## src/common/sxio_map.svh

```systemverilog
// register offsets, field positions, reset values and timing counts of the io port
`ifndef SXIO_MAP_SVH
`define SXIO_MAP_SVH

`define SXIO_ADDR_W 8
`define SXIO_OFF_MODE 8'h00
`define SXIO_OFF_DRIVE 8'h04
`define SXIO_OFF_SPEED 8'h08
`define SXIO_OFF_PULL 8'h0C
`define SXIO_OFF_INSTAT 8'h10
`define SXIO_OFF_OUTLEV 8'h14
`define SXIO_OFF_SET 8'h18
`define SXIO_OFF_FREEZE 8'h1C
`define SXIO_OFF_AFSEL0 8'h20
`define SXIO_OFF_AFSEL1 8'h24
`define SXIO_OFF_CLEAR 8'h28
`define SXIO_OFF_TOGGLE 8'h2C

`define SXIO_RST_MODE_A 32'h2800_0000
`define SXIO_RST_SPEED_A 32'h0C00_0000
`define SXIO_RST_PULL_A 32'h2400_0000
`define SXIO_RST_ZERO 32'h0000_0000

`define SXIO_FREEZE_KEY_BIT 16
`define SXIO_SYNC_STAGES 3

`endif

```

## src/common/sxio_pkg.sv

```systemverilog
// types shared by the io port design
`default_nettype none
package sxio_pkg;

	// per-pin mode codes
	typedef enum logic [1:0] {
		SXIO_MODE_INPUT = 2'h0,
		SXIO_MODE_OUTPUT = 2'h1,
		SXIO_MODE_ALT = 2'h2,
		SXIO_MODE_ANALOG = 2'h3
	} sxio_mode_t;

	// freeze key sequence states, gray along the path
	typedef enum logic [1:0] {
		SXIO_FRZ_IDLE = 2'h0,
		SXIO_FRZ_ONE = 2'h1,
		SXIO_FRZ_ZERO = 2'h3
	} sxio_frz_t;

	// register port request
	typedef struct packed {
		logic sel;
		logic wr;
		logic [7:0] addr;
		logic [3:0] be;
		logic [31:0] wdata;
	} sxio_req_t;

	// additional function override per pin group
	typedef struct packed {
		logic [15:0] en;
		logic [15:0] dout;
		logic [15:0] oe;
	} sxio_addfn_t;

endpackage

`default_nettype wire

```

## src/rtl/sxio_port.sv

```systemverilog
// sixteen pin general purpose io port with register port and pad drive
// Contract
// - two-bit mode per pin: 00 input, 01 output, 10 alternate, 11 analog
// - mode fields packed two bits per pin, pin 15 at top, read and write
// - mode register resets to 0x28000000 on port A, zero elsewhere
// - after reset alternate functions idle, pins floating inputs without pulls, except port A debug pins 13 and 14
// - after reset debug clock pin alt with pull-down, data pin alt with pull-up
// - pads sampled into input status every clock in digital modes
// - input mode: output buffer off, receiver on, pull selectable
// - output mode drives pin from output level register bit
// - open-drain: bit 0 pulls low, bit 1 releases pad
// - push-pull: bit 0 drives low, bit 1 drives high
// - output level reads last written, input status reads pad state
// - set, clear, toggle writes change only bits written as one
// - toggle write inverts the output level within one cycle
// - analog mode: pulls, buffer, receiver off, input status reads zero
// - alternate mode: peripheral drives and steers pin, drive and pull still apply
// - alternate mode reads: pad state in status, last written in output level
// - each pin picks one of sixteen alternate functions via two select registers
// - additional functions override the pin setup and release it when off
// - freeze sequence locks a pin's configuration until next reset
// - drive type bit per pin, reset 0: 0 push-pull, 1 open-drain
// - two-bit pull field: 00 floating, 01 up, 10 down, 11 reserved
// - two-bit speed field: x0 lowest, 01 middle, 11 highest
`timescale 1ns/1ps
`default_nettype none
`include "sxio_map.svh"

module sxio_port #(
	parameter bit IS_PORT_A = 1'b1,
	parameter int PINS = 16
) (
	input wire logic clk,
	input wire logic reset,
	input wire sxio_pkg::sxio_req_t req,
	output logic [31:0] rdata,
	output logic rvalid,
	input wire logic [PINS-1:0] pad_in,
	output logic [PINS-1:0] pad_out,
	output logic [PINS-1:0] pad_oe_n,
	output logic [PINS-1:0] pull_up_en,
	output logic [PINS-1:0] pull_dn_en,
	output logic [PINS-1:0] rx_en,
	output logic [2*PINS-1:0] speed_sel,
	output logic [4*PINS-1:0] alt_sel,
	input wire logic [PINS-1:0] alt_dout,
	input wire logic [PINS-1:0] alt_oe,
	output logic [PINS-1:0] alt_din,
	input wire sxio_pkg::sxio_addfn_t addfn
);

	// spread one bit per pin over two-bit fields
	function automatic logic [31:0] exp2(input logic [15:0] m);
		logic [31:0] r;
		r = 32'h0000_0000;
		for (int i = 0; i < 16; i++) begin
			r[2*i +: 2] = {2{m[i]}};
		end
		return r;
	endfunction

	// spread one bit per pin over four-bit fields
	function automatic logic [63:0] exp4(input logic [15:0] m);
		logic [63:0] r;
		r = 64'h0000_0000_0000_0000;
		for (int i = 0; i < 16; i++) begin
			r[4*i +: 4] = {4{m[i]}};
		end
		return r;
	endfunction

	// byte-lane write merge, frozen bits kept
	function automatic logic [31:0] wmerge(input logic [31:0] old, input logic [31:0] wd,
		input logic [3:0] be, input logic [31:0] keep);
		logic [31:0] r;
		r = old;
		for (int b = 0; b < 4; b++) begin
			if (be[b]) begin
				r[8*b +: 8] = wd[8*b +: 8];
			end
		end
		return (r & ~keep) | (old & keep);
	endfunction

	// pins whose two-bit field equals a code
	function automatic logic [15:0] is_mode(input logic [31:0] f, input logic [1:0] code);
		logic [15:0] r;
		r = 16'h0000;
		for (int i = 0; i < 16; i++) begin
			r[i] = (f[2*i +: 2] == code);
		end
		return r;
	endfunction

	localparam logic [31:0] RST_MODE = IS_PORT_A ? `SXIO_RST_MODE_A : `SXIO_RST_ZERO;
	localparam logic [31:0] RST_SPEED = IS_PORT_A ? `SXIO_RST_SPEED_A : `SXIO_RST_ZERO;
	localparam logic [31:0] RST_PULL = IS_PORT_A ? `SXIO_RST_PULL_A : `SXIO_RST_ZERO;

	logic [31:0] mode_q;
	logic [15:0] drive_q;
	logic [31:0] speed_q;
	logic [31:0] pull_q;
	logic [15:0] outlev_q;
	logic [63:0] afsel_q;
	logic [15:0] frz_q;
	logic frz_key_q;
	sxio_pkg::sxio_frz_t frz_st_q;
	logic [15:0] frz_mask_q;
	logic [15:0] sync1_q, sync2_q, sync3_q, pad_q;
	logic [15:0] instat_q;
	logic [31:0] rdata_q;
	logic rvalid_q;
	logic wr_en, rd_en;
	logic [31:0] wd;
	logic [15:0] m_out, m_alt, m_ana, m_in;
	logic [15:0] drv_val, drv_en, add_on;
	logic [31:0] drive_w, outlev_w;
	logic [63:0] afsel_keep;

	assign wr_en = req.sel & req.wr;
	assign rd_en = req.sel & ~req.wr;
	assign wd = req.wdata;
	assign drive_w = wmerge({16'h0000, drive_q}, wd, req.be, {16'hFFFF, frz_q});
	assign outlev_w = wmerge({16'h0000, outlev_q}, wd, req.be, 32'h0000_0000);
	assign afsel_keep = exp4(frz_q);

	// mode register, frozen pins keep their field
	always_ff @(posedge clk) begin
		if (reset) begin
			mode_q <= RST_MODE;
		end else if (wr_en && req.addr == `SXIO_OFF_MODE) begin
			mode_q <= wmerge(mode_q, wd, req.be, exp2(frz_q));
		end
	end

	// drive type bits, low half only
	always_ff @(posedge clk) begin
		if (reset) begin
			drive_q <= 16'h0000;
		end else if (wr_en && req.addr == `SXIO_OFF_DRIVE) begin
			drive_q <= drive_w[15:0];
		end
	end

	// speed fields
	always_ff @(posedge clk) begin
		if (reset) begin
			speed_q <= RST_SPEED;
		end else if (wr_en && req.addr == `SXIO_OFF_SPEED) begin
			speed_q <= wmerge(speed_q, wd, req.be, exp2(frz_q));
		end
	end

	// pull fields
	always_ff @(posedge clk) begin
		if (reset) begin
			pull_q <= RST_PULL;
		end else if (wr_en && req.addr == `SXIO_OFF_PULL) begin
			pull_q <= wmerge(pull_q, wd, req.be, exp2(frz_q));
		end
	end

	// alternate function selects, four bits per pin over two words
	always_ff @(posedge clk) begin
		if (reset) begin
			afsel_q <= 64'h0000_0000_0000_0000;
		end else if (wr_en && req.addr == `SXIO_OFF_AFSEL0) begin
			afsel_q[31:0] <= wmerge(afsel_q[31:0], wd, req.be, afsel_keep[31:0]);
		end else if (wr_en && req.addr == `SXIO_OFF_AFSEL1) begin
			afsel_q[63:32] <= wmerge(afsel_q[63:32], wd, req.be, afsel_keep[63:32]);
		end
	end

	// output level: direct write, set/clear word, clear word, toggle word
	always_ff @(posedge clk) begin
		if (reset) begin
			outlev_q <= 16'h0000;
		end else if (wr_en) begin
			case (req.addr)
				`SXIO_OFF_OUTLEV: begin
					outlev_q <= outlev_w[15:0];
				end
				`SXIO_OFF_SET: begin
					outlev_q <= (outlev_q & ~wd[31:16]) | wd[15:0];
				end
				`SXIO_OFF_CLEAR: begin
					outlev_q <= outlev_q & ~wd[15:0];
				end
				`SXIO_OFF_TOGGLE: begin
					outlev_q <= outlev_q ^ wd[15:0];
				end
				default: begin
					outlev_q <= outlev_q;
				end
			endcase
		end
	end

	// freeze key: write key 1, key 0, key 1 with the same mask
	always_ff @(posedge clk) begin
		if (reset) begin
			frz_st_q <= sxio_pkg::SXIO_FRZ_IDLE;
			frz_mask_q <= 16'h0000;
			frz_q <= 16'h0000;
			frz_key_q <= 1'b0;
		end else if (wr_en && req.addr == `SXIO_OFF_FREEZE && req.be == 4'hF) begin
			case (frz_st_q)
				sxio_pkg::SXIO_FRZ_IDLE: begin
					if (wd[`SXIO_FREEZE_KEY_BIT]) begin
						frz_st_q <= sxio_pkg::SXIO_FRZ_ONE;
						frz_mask_q <= wd[15:0];
					end
				end
				sxio_pkg::SXIO_FRZ_ONE: begin
					if (!wd[`SXIO_FREEZE_KEY_BIT] && wd[15:0] == frz_mask_q) begin
						frz_st_q <= sxio_pkg::SXIO_FRZ_ZERO;
					end else begin
						frz_st_q <= sxio_pkg::SXIO_FRZ_IDLE;
					end
				end
				sxio_pkg::SXIO_FRZ_ZERO: begin
					frz_st_q <= sxio_pkg::SXIO_FRZ_IDLE;
					if (wd[`SXIO_FREEZE_KEY_BIT] && wd[15:0] == frz_mask_q) begin
						frz_q <= frz_q | frz_mask_q;
						frz_key_q <= 1'b1;
					end
				end
				default: begin
					frz_st_q <= sxio_pkg::SXIO_FRZ_IDLE;
				end
			endcase
		end
	end

	// pad synchroniser, change accepted once stages two and three agree
	always_ff @(posedge clk) begin
		if (reset) begin
			sync1_q <= 16'h0000;
			sync2_q <= 16'h0000;
			sync3_q <= 16'h0000;
			pad_q <= 16'h0000;
		end else begin
			sync1_q <= pad_in;
			sync2_q <= sync1_q;
			sync3_q <= sync2_q;
			pad_q <= (pad_q & ~(sync2_q ^ sync3_q)) | (sync3_q & ~(sync2_q ^ sync3_q));
		end
	end

	// mode decode, additional functions override
	assign add_on = addfn.en;
	assign m_in = is_mode(mode_q, sxio_pkg::SXIO_MODE_INPUT) & ~add_on;
	assign m_out = is_mode(mode_q, sxio_pkg::SXIO_MODE_OUTPUT) & ~add_on;
	assign m_alt = is_mode(mode_q, sxio_pkg::SXIO_MODE_ALT) & ~add_on;
	assign m_ana = is_mode(mode_q, sxio_pkg::SXIO_MODE_ANALOG) & ~add_on;

	// input status sampled every cycle, analog pins read zero
	always_ff @(posedge clk) begin
		if (reset) begin
			instat_q <= 16'h0000;
		end else begin
			instat_q <= pad_q & ~m_ana;
		end
	end

	// drive source: output level, peripheral or additional function
	assign drv_val = (m_out & outlev_q) | (m_alt & alt_dout) | (add_on & addfn.dout);
	assign drv_en = m_out | (m_alt & alt_oe) | (add_on & addfn.oe);

	// push-pull drives both levels, open-drain only pulls low
	always_comb begin
		for (int i = 0; i < PINS; i++) begin
			if (drive_q[i] && !add_on[i]) begin
				pad_out[i] = 1'b0;
				pad_oe_n[i] = ~(drv_en[i] & ~drv_val[i]);
			end else begin
				pad_out[i] = drv_val[i];
				pad_oe_n[i] = ~drv_en[i];
			end
		end
	end

	// pulls off for analog and additional functions, receiver off for analog only
	always_comb begin
		for (int i = 0; i < PINS; i++) begin
			pull_up_en[i] = ~m_ana[i] & ~add_on[i] & (pull_q[2*i +: 2] == 2'h1);
			pull_dn_en[i] = ~m_ana[i] & ~add_on[i] & (pull_q[2*i +: 2] == 2'h2);
		end
	end

	assign rx_en = m_in | m_out | m_alt | add_on;
	assign speed_sel = speed_q;
	assign alt_sel = afsel_q;
	assign alt_din = instat_q & m_alt;

	// registered read data, unmapped and write-only offsets read zero
	always_ff @(posedge clk) begin
		if (reset) begin
			rdata_q <= 32'h0000_0000;
			rvalid_q <= 1'b0;
		end else begin
			rvalid_q <= rd_en;
			if (rd_en) begin
				case (req.addr)
					`SXIO_OFF_MODE: rdata_q <= mode_q;
					`SXIO_OFF_DRIVE: rdata_q <= {16'h0000, drive_q};
					`SXIO_OFF_SPEED: rdata_q <= speed_q;
					`SXIO_OFF_PULL: rdata_q <= pull_q;
					`SXIO_OFF_INSTAT: rdata_q <= {16'h0000, instat_q};
					`SXIO_OFF_OUTLEV: rdata_q <= {16'h0000, outlev_q};
					`SXIO_OFF_FREEZE: rdata_q <= {15'h0, frz_key_q, frz_q};
					`SXIO_OFF_AFSEL0: rdata_q <= afsel_q[31:0];
					`SXIO_OFF_AFSEL1: rdata_q <= afsel_q[63:32];
					default: rdata_q <= 32'h0000_0000;
				endcase
			end
		end
	end

	assign rdata = rdata_q;
	assign rvalid = rvalid_q;

	a_mode_reset: assert property (@(posedge clk) reset |=> mode_q == RST_MODE)
		else $error("mode register reset value wrong");

	a_pull_reset: assert property (@(posedge clk) reset |=> pull_q == RST_PULL && drive_q == 16'h0000)
		else $error("pull or drive reset value wrong");

	a_analog_zero: assert property (@(posedge clk) disable iff (reset)
		1 |=> (instat_q & $past(m_ana)) == 16'h0000)
		else $error("analog pin reads nonzero status");

	a_analog_off: assert property (@(posedge clk) disable iff (reset)
		((pull_up_en | pull_dn_en | rx_en | ~pad_oe_n) & m_ana) == 16'h0000)
		else $error("analog pin not isolated");

	a_pp_drive: assert property (@(posedge clk) disable iff (reset)
		(((pad_out ^ outlev_q) | pad_oe_n) & m_out & ~drive_q) == 16'h0000)
		else $error("push-pull pin not following output level");

	a_od_release: assert property (@(posedge clk) disable iff (reset)
		((pad_oe_n ^ outlev_q) & m_out & drive_q) == 16'h0000)
		else $error("open-drain pin drive wrong");

	a_input_hiz: assert property (@(posedge clk) disable iff (reset)
		(~pad_oe_n & m_in) == 16'h0000)
		else $error("input pin drives pad");

	a_toggle_flip: assert property (@(posedge clk) disable iff (reset)
		wr_en && req.addr == `SXIO_OFF_TOGGLE |=> outlev_q == ($past(outlev_q) ^ $past(wd[15:0])))
		else $error("toggle write did not invert level");

	a_set_wins: assert property (@(posedge clk) disable iff (reset)
		wr_en && req.addr == `SXIO_OFF_SET |=> (outlev_q & $past(wd[15:0])) == $past(wd[15:0])
		&& (outlev_q & $past(wd[31:16] & ~wd[15:0])) == 16'h0000)
		else $error("set or clear write wrong");

	a_frozen_mode: assert property (@(posedge clk) disable iff (reset)
		1 |=> ((mode_q ^ $past(mode_q)) & exp2($past(frz_q))) == 32'h0000_0000)
		else $error("frozen mode field changed");

	a_freeze_order: assert property (@(posedge clk) disable iff (reset)
		frz_st_q != sxio_pkg::SXIO_FRZ_ZERO |=> frz_q == $past(frz_q))
		else $error("freeze took effect out of order");

endmodule // sxio_port

`default_nettype wire

```

## config.mk

```make
export PLATFORM = sky130hd
export DESIGN_NAME = sxio_port
export DESIGN_NICKNAME = d
export VERILOG_FILES = /design/src/common/sxio_pkg.sv /design/src/rtl/sxio_port.sv
export VERILOG_INCLUDE_DIRS = /design/src /design/src/common
export SDC_FILE = /design/constraint.sdc
export NUM_CORES = 1
export LEC_CHECK = 0
export ABC_AREA = 1
export BUFFER_PORTS_ARGS = -buffer_cell sky130_fd_sc_hd__buf_2
export CAP_MARGIN = 0
export CORE_MARGIN = 1.5
export CORE_UTILIZATION = 49
export DETAILED_ROUTE_END_ITERATION = 12
export PLACE_DENSITY = 0.74
export SYNTH_ARGS = -nofsm -noshare
export SYNTH_HDL_FRONTEND = slang
export SYNTH_SLANG_ARGS = --single-unit
```

## constraint.sdc

```tcl
create_clock -name clk -period 1.8 [get_ports clk]
set_clock_uncertainty 0.2 [all_clocks]
set_input_delay 0.27 -clock clk [delete_from_list [all_inputs] [get_ports clk]]
set_output_delay 0.27 -clock clk [all_outputs]
set_load 0.02 [all_outputs]
```

==> run summary <==
CTS Root Buffer Type: clkbuf_16
Layout cells sized above 1: 0.3075
Final ANT Viol Nets: 0
Syn nets: 2583
Rows: 66
Drt pass-1 iters: 5
Final min period: 2127 ps
Xor-xnor portion of the synthesized cell area: 0.0005328
Slew Limit Fails: 0
Failing checks: negative hold slack, negative setup slack
Initial antenna violation count: 3
Worst R2R Start: frz_mask_q[7]$_SDFFE_PP0P_
Initial Util: 0.5014
GP Congestion: 0.9977
Top FF cell, synth: dfxtp_1
Vias in the first global route: 18459
Post-synthesis sequential area ratio: 0.4141
Post-synthesis simple-gate area fraction: 0.2911
Worst hold path type: primary input to register
Final hold vios: 1
CTS Buffer Depth: 3
First-pass GRT wire length: 100600 um
WL final: 67580 um
Final setup margin: -327.2 ps
TritonCTS Buffers: 38
Max layer used: met5
Fmax: 0.4701 GHz
Syn Area/Cell: 6.829 um2
Pre-CTS WS: -220.0 ps
Critical path arrival: 1660 ps
Fin nets: 3209
Vias post-DR: 19507
Worst-Skew Late Latency: 520 ps
Worst path cell trace: nor3_4, buf_6, nand2_2, a32o_1, buf_6
Core Region: 32780 um2
Drc violations: 0
Setup tns final: -16290 ps
Slew headroom: 0.6212
Crit Path Max Fanout: 4
Setup-failing EPs final: 96
Period utilization: 1.182
Hold_ws: -45.06 ps
Leading area contributor after synthesis: dfxtp_1
Status: finished, violations left
Clock sinks: 340
Largest net degree at the start of global routing: 78
Fin cells: 3503
Num ports: 369
WL met2: 29640 um
Inst Count DP: 3311
Count leader, synth: nand2_1
Die height: 186.2 um
Slowest-stage cell, CP: dfxtp_2
Distinct cells, synth: 35
M1 wire length: 26410 um
Clk slew on worst S/H paths: 60 ps
Yosys warnings: 0
Max VDD drop: 0.7402 mV
P_leak: 10.56 nW
Width of the die: 186.2 um
GRT Total Usage: 0.3793
Cell Pwr Density: 721.5 nW/um2
Grt total ovfl: 0
Synthesized area: 16440 um2
Met3 wirelength from detailed routing: 7975 um
Top cells by area, synth: dfxtp_1 (41%), nand2_1 (13%), inv_1 (7.2%), a21oi_1 (7.1%), o21ai_0 (6.0%)
Register bit total from synthesis: 340
Synth Area in Compound Gates: 0.1698
Avg WL per Cell: 19.29 um
Die Area: 34660 um2
Adder-Cell Fraction of Synth Area: 0.02436
EDFF count, synth: 0
Area grow syn2layout: 45.34%
Most instantiated cells after synthesis: nand2_1 (579), dfxtp_1 (340), inv_1 (317)
Post-synth top area share: 0.4141
CTS tree: done
Share of async-settable or async-resettable flops after synthesis: 0
DP HPWL: 48240 um
Max-cap check violation count: 0
CP Capture Type: primary output
Syn Inst Count: 2407
Worst path most repeated cell: buf_6
Largest family of logic cells by synthesized area: simple AND/OR/NAND/NOR gates
First DRT Iteration DRCs: 1756
RSZ-0062 raised after global routing: yes
Type of the worst setup path: register to primary output
Post-DR vias/cell: 5.569
CP peak stage delay: 350 ps
Worst Tran Pin Value: 566.2 ps
Mux contribution to synthesized area: 0
CP Launch Type: register
WP data required: 1330 ps
Port Buf Inserts: 368
Worst hold start: req[6]
CTS H-tree depth: 2
-- stage by stage --
stage	util	total power [mW]	area, um2
after CTS	0.7128	17.14	23370
after global placement	0.6152	9.013	20170
after detailed placement	0.6152	9.032	20170
final	0.7288	17.24	23890
after floorplan	-	8.368	16440
after global routing	0.7288	17.68	23890
-- worst paths after layout --
kind,cells past startpoint,endpoint,slack [ps]
worst min register to register,2,sync2_q[11]$_SDFF_PP0_,200
worst max register to register,10,frz_q[15]$_SDFFE_PP0P_,90
worst min-delay path,3,frz_mask_q[6]$_SDFFE_PP0P_,-50
worst max-delay path,5,pad_oe_n[14],-330
-- cell type report --
class / count / area [um2]
diodes: 1 / 2.502
clock buffers: 53 / 1109
clock inverters: 14 / 176.4
fillers: 2589 / 8892
inverters: 321 / 1275
multi-input cells: 1649 / 8716
flip-flops and latches: 340 / 6902
well taps: 442 / 553.0
repair buffers: 683 / 5159
-- worst max-delay path, delay by kind of cell, from the launching register on --
family | cells | cell delay (ps)
flip-flops | 1 | 350
buffers and inverters | 2 | 270
AND/OR/NAND/NOR | 2 | 270
AO/OA/AOI/OAI | 1 | 250
-- kinds of logic after synthesis --
| logic type | Yosys count |
|---|---|
| and+or+nand+nor | 1103 |
| AOI/OAI and AO/OA | 513 |
| buffers and inverters | 418 |
| DFF | 340 |
| adders and majority gates | 32 |
| xor gates and xnor gates | 1 |
-- what timing repair did --
item / CTS / global route
pin swaps: 53 / 54
hold buffers: 66 / 0
endpoints found under the hold margin: 140 / 0
gates resized for setup: 365 / 115
setup buffers: 37 / 26
endpoints found under the setup margin: 113 / 116
-- report_power, final --
part	switching (mW)	internal (mW)
clock	3.20	4.87
combinational	0.938	0.659
sequential	0.0217	7.55
-- cells in the final DEF, fill, tap and decap left out, types with 37 or more instances in the layout --
| master | synthesis | layout |
|---|---|---|
| dlygate4sd3_1 | 0 | 62 |
| a21oi_1 | 234 | 225 |
| a211oi_1 | 37 | 37 |
| nor2_1 | 251 | 230 |
| nand2_1 | 579 | 564 |
| nand3_1 | 168 | 168 |
| buf_6 | 2 | 59 |
| inv_1 | 317 | 274 |
| dfxtp_1 | 340 | 296 |
| buf_2 | 38 | 274 |
| clkbuf_16 | 0 | 39 |
| buf_4 | 4 | 258 |
| o21ai_0 | 198 | 166 |
-- layer usage --
layer | track usage | up-vias
met3 | 0.09813 | 253
met4 | 0.1919 | 2
met2 | 0.5899 | 1222
met1 | 0.4873 | 8978
li1 | - | 9052
met5 | 0 | -
Note: power is estimated with default switching activity, not from simulation.
